===== config.mk =====
export PLATFORM = sky130hd
export DESIGN_NAME = ipts_top
export DESIGN_NICKNAME = d
export VERILOG_FILES = /design/src/logic/ipts_pkg.sv /design/src/logic/ipts_top.sv /design/src/logic/ipts_ticker.sv
export SDC_FILE = /design/constraint.sdc
export NUM_CORES = 1
export LEC_CHECK = 0
export BUFFER_PORTS_ARGS = -buffer_cell sky130_fd_sc_hd__buf_2
export CORE_MARGIN = 3
export CORE_UTILIZATION = 40
export DETAILED_ROUTE_END_ITERATION = 8
export SETUP_SLACK_MARGIN = 0.2
export SYNTH_ARGS = -nofsm -noshare
export SYNTH_HDL_FRONTEND = slang
export SYNTH_SLANG_ARGS = --single-unit

===== constraint.sdc =====
create_clock -name i_clk -period 4.7 [get_ports i_clk]
set_input_delay 1.41 -clock i_clk [delete_from_list [all_inputs] [get_ports i_clk]]
set_output_delay 1.41 -clock i_clk [all_outputs]
set_load 0.01 [all_outputs]

===== src/logic/ipts_pkg.sv =====
// Constants, types and layout of the indexed-port timeout supervisor
// Overview of operation
// RQ1: Enabled counter counts down by time units; reaching zero pulses system reset.
// RQ2: Software rewrites the count periodically, reloading it before expiry.
// RQ3: Index port selects an internal register; data port reads or writes it.
// RQ4: Two back-to-back unlock writes to the index port open configuration access.
// RQ5: Logical-device register set to the supervisor number routes later accesses.
// RQ6: Activation register bit zero enables counting when one, disables when zero.
// RQ7: Unit register zero counts seconds, eight counts minutes.
// RQ8: Count register holds units to expiry; writing it loads the counter.
// RQ9: Software picks a timeout longer than its longest servicing interval.
// RQ10: Selected index persists until the next index-port write.
package ipts_pkg;

  // ----------------------------------------------------------------
  // Host I/O locations and register indices
  // ----------------------------------------------------------------
  localparam logic [15:0] INDEX_PORT = 16'h002e;
  localparam logic [15:0] DATA_PORT = 16'h002f;
  localparam logic [7:0] UNLOCK_KEY = 8'h87;
  localparam logic [7:0] REG_LDN = 8'h07;
  localparam logic [7:0] REG_ACT = 8'h30;
  localparam logic [7:0] REG_UNIT = 8'hf0;
  localparam logic [7:0] REG_COUNT = 8'hf1;
  localparam logic [7:0] LDN_SUPERVISOR = 8'h08;

  // ----------------------------------------------------------------
  // Field positions, values and reset values
  // ----------------------------------------------------------------
  localparam int ACT_ENABLE_BIT = 0;
  localparam int UNIT_MINUTE_BIT = 3;
  localparam logic [7:0] UNIT_SECONDS = 8'h00;
  localparam logic [7:0] UNIT_MINUTES = 8'h08;
  localparam logic [7:0] RESET_VALUE = 8'h00;
  localparam logic [7:0] READ_LOCKED = 8'hff;

  // ----------------------------------------------------------------
  // Timing
  // ----------------------------------------------------------------
  localparam int unsigned CLK_PERIOD_NS = 10;
  localparam int unsigned SECOND_NS = 1000000000;
  localparam int unsigned SEC_CYCLES = SECOND_NS / CLK_PERIOD_NS;
  localparam int unsigned MINUTE_SECONDS = 60;
  localparam logic [4:0] RESET_HOLD_CYCLES = 5'h10;

  // ----------------------------------------------------------------
  // Types
  // ----------------------------------------------------------------
  typedef struct packed {
    logic wr;
    logic rd;
    logic [15:0] addr;
    logic [7:0] wdata;
  } ipts_io_req_t;

  typedef enum logic [2:0] {
    LK_LOCKED = 3'b001,
    LK_HALF = 3'b010,
    LK_OPEN = 3'b100
  } ipts_lock_t;

endpackage


===== src/logic/ipts_top.sv =====
// Indexed-port timeout supervisor: config interface, countdown and system reset
`timescale 1ns/1ps
module ipts_top #(
  parameter int unsigned SEC_CYCLES = ipts_pkg::SEC_CYCLES
) (
  input wire logic i_clk,
  input wire logic i_rst,
  input wire ipts_pkg::ipts_io_req_t i_io,
  output logic [7:0] o_io_rdata,
  output logic o_sys_reset
);

  // ----------------------------------------------------------------
  // Port decode
  // ----------------------------------------------------------------
  ipts_pkg::ipts_lock_t lock;
  ipts_pkg::ipts_lock_t next_lock;
  logic [7:0] index;
  logic [7:0] ldn;
  logic [7:0] act;
  logic [7:0] unit;
  logic [7:0] count;
  logic [4:0] hold;
  logic sec_tick;
  logic min_tick;

  wire idx_wr = i_io.wr && (i_io.addr == ipts_pkg::INDEX_PORT);
  wire data_wr = i_io.wr && (i_io.addr == ipts_pkg::DATA_PORT);
  wire data_rd = i_io.rd && (i_io.addr == ipts_pkg::DATA_PORT);
  wire is_key = (i_io.wdata == ipts_pkg::UNLOCK_KEY);
  wire open = (lock == ipts_pkg::LK_OPEN);
  wire sup_sel = (ldn == ipts_pkg::LDN_SUPERVISOR);
  wire cfg_wr = data_wr && open;
  wire wr_ldn = cfg_wr && (index == ipts_pkg::REG_LDN);
  wire wr_act = cfg_wr && sup_sel && (index == ipts_pkg::REG_ACT);
  wire wr_unit = cfg_wr && sup_sel && (index == ipts_pkg::REG_UNIT);
  wire wr_count = cfg_wr && sup_sel && (index == ipts_pkg::REG_COUNT);

  // ----------------------------------------------------------------
  // Unlock sequence
  // ----------------------------------------------------------------
  always_comb begin
    case (lock)
      ipts_pkg::LK_LOCKED: next_lock = (idx_wr && is_key) ? ipts_pkg::LK_HALF : ipts_pkg::LK_LOCKED; // RQ4
      ipts_pkg::LK_HALF: begin
        if (idx_wr) begin
          next_lock = is_key ? ipts_pkg::LK_OPEN : ipts_pkg::LK_LOCKED; // RQ4
        end else begin
          next_lock = ipts_pkg::LK_HALF;
        end
      end
      ipts_pkg::LK_OPEN: next_lock = ipts_pkg::LK_OPEN;
      default: next_lock = ipts_pkg::LK_LOCKED;
    endcase
  end

  // ----------------------------------------------------------------
  // Register file
  // ----------------------------------------------------------------
  wire [7:0] sup_val = (index == ipts_pkg::REG_ACT) ? act :
                       (index == ipts_pkg::REG_UNIT) ? unit :
                       (index == ipts_pkg::REG_COUNT) ? count : ipts_pkg::RESET_VALUE;
  wire [7:0] rd_val = !open ? ipts_pkg::READ_LOCKED :
                      (index == ipts_pkg::REG_LDN) ? ldn :
                      sup_sel ? sup_val : ipts_pkg::RESET_VALUE; // RQ3

  always_ff @(posedge i_clk) begin
    if (i_rst) begin
      lock <= ipts_pkg::LK_LOCKED;
      index <= ipts_pkg::RESET_VALUE;
      ldn <= ipts_pkg::RESET_VALUE;
      act <= ipts_pkg::RESET_VALUE;
      unit <= ipts_pkg::UNIT_SECONDS;
      o_io_rdata <= ipts_pkg::RESET_VALUE;
    end else begin
      lock <= next_lock;
      if (idx_wr && open) begin
        index <= i_io.wdata; // RQ10
      end
      if (wr_ldn) begin
        ldn <= i_io.wdata; // RQ5
      end
      if (wr_act) begin
        act <= i_io.wdata; // RQ6
      end
      if (wr_unit) begin
        unit <= i_io.wdata; // RQ7
      end
      if (data_rd) begin
        o_io_rdata <= rd_val; // RQ3
      end
    end
  end

  // ----------------------------------------------------------------
  // Time base and countdown
  // ----------------------------------------------------------------
  wire enabled = act[ipts_pkg::ACT_ENABLE_BIT]; // RQ6
  wire restart = wr_count || wr_act; // RQ2
  wire unit_tick = unit[ipts_pkg::UNIT_MINUTE_BIT] ? min_tick : sec_tick; // RQ7
  wire step = enabled && unit_tick && (count != 8'h00);
  // Reload in the expiry cycle wins: no reset while the count is refreshed
  wire fire = step && !wr_count && (count == 8'h01); // RQ1

  ipts_ticker #(.LIMIT(SEC_CYCLES)) u_sec (
    .i_clk(i_clk),
    .i_rst(i_rst),
    .i_restart(restart),
    .i_step(1'b1),
    .o_tick(sec_tick)
  );

  ipts_ticker #(.LIMIT(ipts_pkg::MINUTE_SECONDS)) u_min (
    .i_clk(i_clk),
    .i_rst(i_rst),
    .i_restart(restart),
    .i_step(sec_tick),
    .o_tick(min_tick)
  );

  always_ff @(posedge i_clk) begin
    if (i_rst) begin
      count <= ipts_pkg::RESET_VALUE;
      hold <= 5'h00;
      o_sys_reset <= 1'b0;
    end else begin
      if (wr_count) begin
        count <= i_io.wdata; // RQ8
      end else if (step) begin
        count <= count - 8'h01; // RQ1
      end
      hold <= fire ? ipts_pkg::RESET_HOLD_CYCLES : ((hold != 5'h00) ? hold - 5'h01 : 5'h00);
      o_sys_reset <= fire || (hold > 5'h01); // RQ1
    end
  end
endmodule


===== src/logic/ipts_ticker.sv =====
// Restartable divider giving a one-cycle tick every LIMIT steps
`timescale 1ns/1ps
module ipts_ticker #(
  parameter int unsigned LIMIT = 2
) (
  input wire logic i_clk,
  input wire logic i_rst,
  input wire logic i_restart,
  input wire logic i_step,
  output logic o_tick
);

  logic [31:0] cnt;
  wire last = (cnt == 32'(LIMIT - 1));

  always_ff @(posedge i_clk) begin
    if (i_rst || i_restart) begin
      cnt <= 32'h0000_0000;
      o_tick <= 1'b0;
    end else begin
      o_tick <= i_step && last;
      if (i_step) begin
        cnt <= last ? 32'h0000_0000 : cnt + 32'h0000_0001;
      end
    end
  end

endmodule


Yosys cells after proc, flatten, opt, wreduce, memory -nomap -nowiden
Cells that the tools add are included.
{"block": "op_classes", "add_sub_neg": 4, "n_lt_le_gt_ge": 1, "eq_ne": 14, "n_mux": 16, "bitwise_logic": 1, "n_reduce_logical": 25}
{"cell": "adder 32 x 1 -> 32 bit, second input constant", "n": 2}
{"cell": "two-way mux 8 bit", "n": 8}
{"cell": "equality test 16 x 6 -> 1 bit, second input constant", "n": 2}
{"cell": "equality test 32 x 27 -> 1 bit, second input constant", "n": 1}
{"cell": "equality test 32 x 6 -> 1 bit, second input constant", "n": 1}
{"cell": "two-way mux 32 bit", "n": 1}
{"cell": "equality test 8 bit, second input constant", "n": 3}
{"cell": "logical AND 1 bit", "n": 16}
{"cell": "two-way mux 5 bit", "n": 2}
{"cell": "one-hot mux 3 bit (3 select lines)", "n": 1}
{"cell": "equality test 8 x 1 -> 1 bit, second input constant", "n": 1}
{"cell": "equality test 8 x 3 -> 1 bit, second input constant", "n": 1}
{"cell": "equality test 8 x 4 -> 1 bit, second input constant", "n": 1}
{"cell": "equality test 8 x 6 -> 1 bit, second input constant", "n": 1}
{"cell": "nonzero test 8 bit", "n": 1}
{"cell": "subtractor 8 x 1 -> 8 bit, second input constant", "n": 1}
{"cell": "two-way mux 3 bit", "n": 2}
{"cell": "greater-than comparator 5 x 1 -> 1 bit, second input constant", "n": 1}
{"cell": "nonzero test 5 bit", "n": 1}
{"cell": "subtractor 5 x 1 -> 5 bit, second input constant", "n": 1}
{"cell": "equality test 3 x 1 -> 1 bit, second input constant", "n": 1}
{"cell": "equality test 3 x 2 -> 1 bit, second input constant", "n": 1}
{"cell": "equality test 3 bit, second input constant", "n": 1}
{"cell": "logical OR 1 bit", "n": 3}
{"cell": "other kinds (7)", "n": 7}
{"block": "totals", "register_bits": 123, "word_cells": 75}

Depth between registers and ports, before layout
Gate-level depths: netlist of the first run.
{"block": "depth", "ltp_word": 9, "depth_mapped": 8}

Hierarchy
From an unflattened synthesis of the first run, not the netlist that was laid out.
{"block": "unflattened", "hier_cells": 694, "area_unflattened_um2": 6178.4}
{"module": "ipts_top", "n_inst": 1, "cells_each": 321, "area_each_um2": 2904.0, "seq_area_each_um2": 1141.1}
{"module": "ipts_ticker at u_min", "n_inst": 1, "cells_each": 196, "area_each_um2": 1687.9, "seq_area_each_um2": 660.6}
{"module": "ipts_ticker at u_sec", "n_inst": 1, "cells_each": 177, "area_each_um2": 1586.5, "seq_area_each_um2": 660.6}

Least setup slack after synthesis of the first run
No wires, ideal clock.
{"block": "synth_path", "path_kind": "input port to flip-flop", "startpoint": "input port i_io[18] in the netlist's numbering", "endpoint": "register u_sec.cnt[5]", "setup_time_ns": 0.115, "arrival_ns": 3.248, "t_required_ns": 4.585, "path_slack_ns": 1.338, "cell_stages": 7, "cell_sequence": "nor4_1 > nand4_1 > o41ai_1 > clkbuf_1 > o21bai_4 > buf_6 > nor2_1"}
{"block": "synth_between", "elab_chain_cells": 8, "word_cells_on_any_way": 9}
{"item": "from (decl)", "line_no": "ipts_top.sv:8", "source": "input wire ipts_pkg::ipts_io_req_t i_io,"}
{"item": "equality test 16 x 6 -> 1 bit (*)", "line_no": "ipts_top.sv:28", "source": "wire data_wr = i_io.wr && (i_io.addr == ipts_pkg::DATA_PORT);"}
{"item": "logical AND 1 bit (*)", "line_no": "ipts_top.sv:28"}
{"item": "logical AND 1 bit (*)", "line_no": "ipts_top.sv:33", "source": "wire cfg_wr = data_wr && open;"}
{"item": "logical AND 1 bit (*)", "line_no": "ipts_top.sv:35, ipts_top.sv:37"}
{"item": "logical AND 1 bit, on equally long branches", "line_no": "ipts_top.sv:37, ipts_top.sv:35"}
{"item": "logical OR 1 bit (*)", "line_no": "ipts_top.sv:99", "source": "wire restart = wr_count || wr_act;"}
{"item": "logical OR 1 bit (*)", "line_no": "ipts_ticker.sv:17", "source": "if (i_rst || i_restart) begin"}
{"item": "OR reduction 2 bit (no line) (*)"}
{"item": "to (signal assigned)", "line_no": "ipts_ticker.sv:23", "source": "cnt <= last ? 32'h0000_0000 : cnt + 32'h0000_0001;"}
{"item": "to (decl)", "line_no": "ipts_ticker.sv:13", "source": "logic [31:0] cnt;"}
Mark *: on every way between the ends. The rest lies on a longest branch, timed or not.
A chain may end at the register's enable or synchronous reset.

Worst setup path after layout of the first run
{"block": "layout_path", "startpoint": "input port i_io[18] in the netlist's numbering", "endpoint": "register u_min.cnt[5]"}
{"block": "layout_between", "elab_chain_cells": 7, "word_cells_on_any_way": 8}
{"item": "equality test 16 x 6 -> 1 bit (*)", "line_no": "ipts_top.sv:28"}
{"item": "logical AND 1 bit (*)", "line_no": "ipts_top.sv:28"}
{"item": "logical AND 1 bit (*)", "line_no": "ipts_top.sv:33"}
{"item": "logical AND 1 bit (*)", "line_no": "ipts_top.sv:35, ipts_top.sv:37"}
{"item": "logical AND 1 bit, on equally long branches", "line_no": "ipts_top.sv:37, ipts_top.sv:35"}
{"item": "logical OR 1 bit (*)", "line_no": "ipts_top.sv:99"}
{"item": "logical OR 1 bit (*)", "line_no": "ipts_ticker.sv:17"}
{"item": "to (signal assigned)", "line_no": "ipts_ticker.sv:23"}
{"item": "to (decl)", "line_no": "ipts_ticker.sv:13"}
Marks and branches as above.

==> key figures, run 1 <==
Status
  – Status: finished clean

Clocking
  – Clk buf depth: 2
  – CTS tree: done
  – H-tree depth: 4
  – Clk sinks: around 120
  – Register clock-pin slew on the reported worst setup and hold paths: roughly 0.05 ns
  – Cts bufs inserted: 17
  – PostCTS Resize Cnt: 0
  – CTS root buffer: clkbuf_16
  – CTS Hold Bufs: 0
  – Post-CTS setup buffers: 0
  – Clk_lat worst skew: 0.41 ns

Layout
  – Antenna Cells: 0
  – Commonest non-fill, non-tap cells in the layout: nor2_1, dfxtp_1, xor2_1
  – Final non-filler cell area: ~6700 um^2
  – Most common cell after layout, fill and taps aside: nor2_1
  – Fin util: a little under half
  – Fill cells: approximately 1300
  – Layout cell share with drive strength beyond 1: 12.6%
  – Area grow syn2layout: 16.8%
  – Nets: between 700 and 800

STA
  – Max-slew headroom: about 37%
  – Skew final: about 0.0075 ns
  – Slew @ Worst Pin: 0.939 ns
  – # setup viols final: 0
  – Minimum clock period: between 3 and 4 ns
  – Final worst path period share: a little over 70%
  – Final Hold Vio Count: 0
  – Post-route setup TNS: 0 ns
  – Fmax: a little under 300 MHz
  – Final Slew Violations: 0
  – Setup ws final: roughly 1.3 ns
  – Setup repair after global routing missed its margin: false

Worst setup path
  – Crit path arrival time: between 3 and 4 ns
  – Crit path kind: input port to flip-flop
  – Critical path fanouts, max: 32
  – CP Launch Type: input port
  – CP endpoint kind: flip-flop
  – Critical path data required time: between 4 and 5 ns

Placement
  – Cell Area, Placed: around 6000 um^2
  – Port bufs: 36
  – Dpl ws: slightly below 0.9 ns
  – Post-DP HPWL: ~8.9 mm
  – Routability cong.: around 0.82

GRT
  – Number of global-route vias before repair: ~4500
  – Gr busiest metal: met2
  – Largest net degree at the start of global routing: 50
  – Met3 global-route usage: approximately 4.9%
  – Met1 usage: between 20 and 25%
  – GRT met2 Usage: between 20% and 30%
  – First-pass GRT wire length: between 20 and 25 mm
  – Grt ovf: 0
  – Total GRT Usage: 16.8%
  – Initial antenna violation count: 0

Routing
  – Via density: around 5.5
  – Routed len/inst: approximately 15 um
  – Number of DRC violations after detailed-routing iteration 0: 336
  – Drt total wl: around 13 mm
  – DRC: 0
  – Final ANT Viol Nets: 0
  – Via count: 4779
  – Number of iterations in the first detailed-routing pass: 4

Power
  – Leak: 2.30 nW
  – Total power: 2.52 mW
  – Worst vdd ir: roughly 0.24 mV
  – Pwr dens: ~380 nW/um^2

Synth
  – Netlist cell types: 52
  – Sequential share of the synthesized area: 43.1%
  – Async SR Flop Fraction: 0%
  – Top_reg_cell synth: dfxtp_1
  – Synth Area per Inst: ~8.9 um^2
  – Mapped Cells: around 640
  – Synthesis-stage register bit count: around 120
  – Yosys warns: 0
  – Post-Syn Area: between 5000 and 6000 um^2
  – Number of enable flip-flop cells after synthesis: 0
  – Syn nets: slightly below 700

Die
  – Die ar.: roughly 16000 um^2
  – Die W: between 100 and 150 um
  – Site row count: 43
  – Initial Utilization: about two fifths
  – Core area: between 10000 and 15000 um^2
  – # IOs: 37
  – Die Height: roughly 130 um

Hold path
  – Hold Crit Class: flip-flop to flip-flop

Flow run
  – Max capacitance violation total: 0
==> sequential cells by signal (all words and copies together) (netlist names), 5 cells and up <==
name and flops:
ldn 8, hold 5, index 8, o_io_rdata 8, u_sec.cnt 32, count 8, unit 8, act 8
u_min.cnt 32
==> stage by stage <==
| stage | cells | hold WS (ns) |
|---|---|---|
| 4_1_cts | 876 | 0.480 |
| 5_1_grt | 876 | 0.511 |
| 3_5_place_dp | 845 | 0.467 |
| 2_1_floorplan | 643 | 0.430 |
| 6_report | 876 | 0.478 |
| 3_3_place_gp | 845 | 0.443 |
==> layout make-up <==
type                       count  area, um^2  area share, %
clock inverter                 8         118           1.76
sequential                   123        2460           36.8
tap                          180         225           3.37
multi-input combinational    485        3120           46.7
clock buffer                  23         468           7.00
inverter                      13        48.8          0.730
timing repair buffer          44         240           3.59
==> path summary, 6_finish.rpt <==
kind | from | to | slack, ns | cells past startpoint
min reg2reg | hold[0] | hold[0] | 0.48 | 1
max reg2reg | index[0] | ldn[1] | 1.84 | 6
min | hold[0] | hold[0] | 0.48 | 1
max | i_io[18] | u_min.cnt[5] | 1.31 | 8
==> critical path: stages <==
cell	delay, ns
buf_2	0.09
nor4_1	0.43
nand4_1	0.44
o41ai_2	0.43
buf_4	0.30
nand2b_1	0.14
buf_4	0.31
nor2_1	0.10
==> layer usage <==
layer  up-vias  routed length [um]  share of wire [%]
met2        88                5970                 47
li1       2391                   -                  -
met4         0                 154                1.2
met1      2283                5980                 47
met3        17                 609                4.8
met5         -                   0                  0
==> power by group <==
group	internal [mW]	switching, mW	leakage, nW	total, mW
logic	0.0581	0.0798	1.02	0.138
registers	1.07	0.0197	0.992	1.09
clock network	0.854	0.437	0.287	1.29
total	1.98	0.537	2.30	2.52
==> kinds of logic (layout without fill, tap and decap cells) <==
logic type | after synthesis | count (layout) | synth area share, %
adders and majority gates | 8 | 8 | 1.75
muxes | 36 | 36 | 6.30
xor gates and xnor gates | 64 | 64 | 9.80
DFF | 123 | 123 | 43.1
buffers and inverters | 35 | 88 | 2.52
and+or+nand+nor | 311 | 311 | 28.6
AOI/OAI and AO/OA | 66 | 66 | 7.96
==> cells in the mapped netlist, types with 3 or more instances <==
master / n / share of area (%)
nor2_1: 126 / 8.3
dfxtp_1: 123 / 43
xor2_1: 46 / 7.0
mux2i_1: 36 / 6.3
nand2_1: 36 / 2.4
nand4_1: 31 / 3.4
nand3_1: 29 / 2.5
a21oi_1: 20 / 1.8
xnor2_1: 18 / 2.8
nor4_1: 15 / 1.6
clkbuf_1: 14 / 0.92
inv_1: 13 / 0.85
nor3_1: 11 / 0.96
o21ai_0: 9 / 0.79
a311oi_1: 8 / 1.2
and4_1: 8 / 1.2
ha_1: 8 / 1.8
o211ai_1: 8 / 1.1
or4_1: 8 / 1.1
and3_1: 7 / 0.77
o2bb2ai_1: 6 / 0.92
nand2b_1: 5 / 0.55
a211oi_1: 4 / 0.53
buf_2: 4 / 0.35
nand4b_1: 4 / 0.61
nor4_2: 4 / 0.88
buf_1: 3 / 0.20
nand3b_1: 3 / 0.39
nor4b_1: 3 / 0.46
Power figures use the tool's default switching activity.
==> inputs of run 2 (changes only) <==
==> constraint.sdc (replaced) <==
create_clock -name i_clk -period 3.14 [get_ports i_clk]
set_input_delay 0.942 -clock i_clk [delete_from_list [all_inputs] [get_ports i_clk]]
set_output_delay 0.942 -clock i_clk [all_outputs]
set_load 0.01 [all_outputs]
==> key figures, run 2 (synthesized netlist as in run 1, its figures left out) <==
Worst setup path
  – Critical path fanouts, max: 15
  – FF-to-FF path depth: 5
  – Critical-path cell list: buf_2, nor4_1, nand4_1, or4_1, o21ai_0, a21oi_1
  – Top delay family on crit path: simple AND/OR/NAND/NOR gates
  – FF-to-FF Start: u_sec.cnt[25]
  – Critical path data required time: ~3.4 ns
  – CP endpoint kind: flip-flop
  – Crit path kind: input port to flip-flop
  – Flop2flop setup slack: between 0.6 and 0.7 ns
  – CP Launch Type: input port
  – Slowest Stage Delay on Critical Path: 0.82 ns
  – Crit path arrival time: approximately 3.0 ns
  – Worst r2r dst: u_sec.cnt[26]
  – Slowest CP cell: or4_1
  – CP bufs+invs: 1

Routing
  – Routed len/inst: 14.5 um
  – DRC: 0
  – Final ANT Viol Nets: 0
  – Via count: roughly 4800
  – Via density: approximately 5.4
  – Number of iterations in the first detailed-routing pass: 4
  – Drt total wl: approximately 13 mm
  – Number of DRC violations after detailed-routing iteration 0: between 200 and 300

Die
  – Core area: approximately 14000 um^2
  – Die ar.: roughly 16000 um^2
  – Initial Utilization: just over 40%
  – # IOs: 37
  – Die Height: 126 um
  – Die W: 126 um
  – Site row count: 43

Layout
  – Fill cells: 1283
  – Area grow syn2layout: 19.4%
  – Final non-filler cell area: 6830 um^2
  – Antenna Cells: 0
  – Most common cell after layout, fill and taps aside: nor2_1
  – Commonest non-fill, non-tap cells in the layout: nor2_1, dfxtp_1, xor2_1
  – Regs by FF count: u_min.cnt (32), u_sec.cnt (32)
  – Layout cell share with drive strength beyond 1: between 10 and 15%
  – Nets: 729

Clocking
  – PostCTS Resize Cnt: 0
  – CTS tree: done
  – Clk sinks: between 100 and 150
  – Clk buf depth: 2
  – Post-CTS setup buffers: 0
  – Clk_lat worst skew: 0.41 ns
  – H-tree depth: 4
  – CTS Hold Bufs: 0
  – Register clock-pin slew on the reported worst setup and hold paths: ~0.050 ns
  – Cts bufs inserted: 17
  – CTS root buffer: clkbuf_16

Power
  – Switch share: between 20% and 30%
  – Combinational share of power: 5.2%
  – Pwr dens: 578 nW/um^2
  – Clock share of power: 53.6%
  – Worst vdd ir: slightly below 0.4 mV
  – Internal: around 3.1 mW
  – NetSw: roughly 0.80 mW
  – Sequential share of power: a little over 40%
  – Leak: 2.38 nW

GRT
  – Number of global-route vias before repair: 4749
  – Largest net degree at the start of global routing: 50
  – Grt ovf: 0
  – Initial antenna violation count: 0
  – First-pass GRT wire length: 22.6 mm
  – Total GRT Usage: around 17%

Hold path
  – Hold depth: 1
  – Worst Hold Path EP: u_sec.cnt[0]
  – Hold Crit Class: flip-flop to flip-flop
  – Hold Crit Start: u_sec.cnt[0]

Flow run
  – Max capacitance violation total: 0

STA
  – Smallest hold slack: around 0.46 ns
  – Final Hold Vio Count: 0
  – Final Slew Violations: 0
  – Minimum clock period: about 2.7 ns
  – Fmax: between 300 and 400 MHz
  – Slew @ Worst Pin: 0.900 ns
  – Max-slew headroom: between 30% and 40%
  – # setup viols final: 0
  – Skew final: 0.00772 ns
  – Final worst path period share: 85.9%
  – Setup repair after global routing missed its margin: false
  – Post-route setup TNS: 0 ns

Placement
  – Post-DP HPWL: 8.83 mm
  – Port bufs: 36
  – Cell Area, Placed: 6180 um^2
  – Routability cong.: just over 0.8

Status
  – Status: finished clean
==> run 2: metrics by stage <==
step	instances	utilization, %	power, mW	setup WS, ns
detailed placement	854	44.3	1.87	0.0324
floorplan	643	-	1.79	0.246
global placement	854	44.3	1.86	0.0757
global route	886	49.0	4.09	0.252
finish	886	49.0	3.94	0.442
CTS	886	49.0	4.00	0.481
==> run 2: area by class of cell <==
cell class	count	area (um^2)	area share, %
clock buffer	26	519	7.61
clock inverter	6	130	1.91
inverter	13	48.8	0.715
multi-input combinational	485	3120	45.7
sequential	123	2460	36.1
tap	180	225	3.30
timing repair buffer	53	320	4.69
==> run 2: power by group through the flow <==
stage                     Clock, mW  Sequential [mW]  Combinational, mW
final                          2.11             1.62              0.206
after global placement            0             1.66              0.204
after detailed placement          0             1.66              0.209
after floorplan                   0             1.66              0.138
after global routing           2.22             1.63              0.239
after CTS                      2.16             1.62              0.209
==> run 2: how the worst max path moves through the flow <==
stage | startpoint | to | slack, ns | depth (start not counted)
after floorplan | i_io[18] | u_sec.cnt[5] | 0.25 | 7
after global placement | i_io[18] | count[4] | 0.08 | 6
after detailed placement | i_io[18] | act[3] | 0.03 | 8
after CTS | i_io[18] | act[3] | 0.48 | 8
after global routing | i_io[18] | count[4] | 0.25 | 6
final | i_io[18] | count[7] | 0.44 | 6
==> run 2: metal layers <==
metal / wire length [um] / share of wire [%] / vias to the layer above / track usage (%)
met2: 5920 / 46 / 94 / 27.8
met3: 599 / 4.6 / 26 / 4.96
met4: 281 / 2.2 / 0 / 6.95
met1: 6080 / 47 / 2234 / 21.7
met5: 0 / 0 / - / 0
li1: - / - / 2411 / -
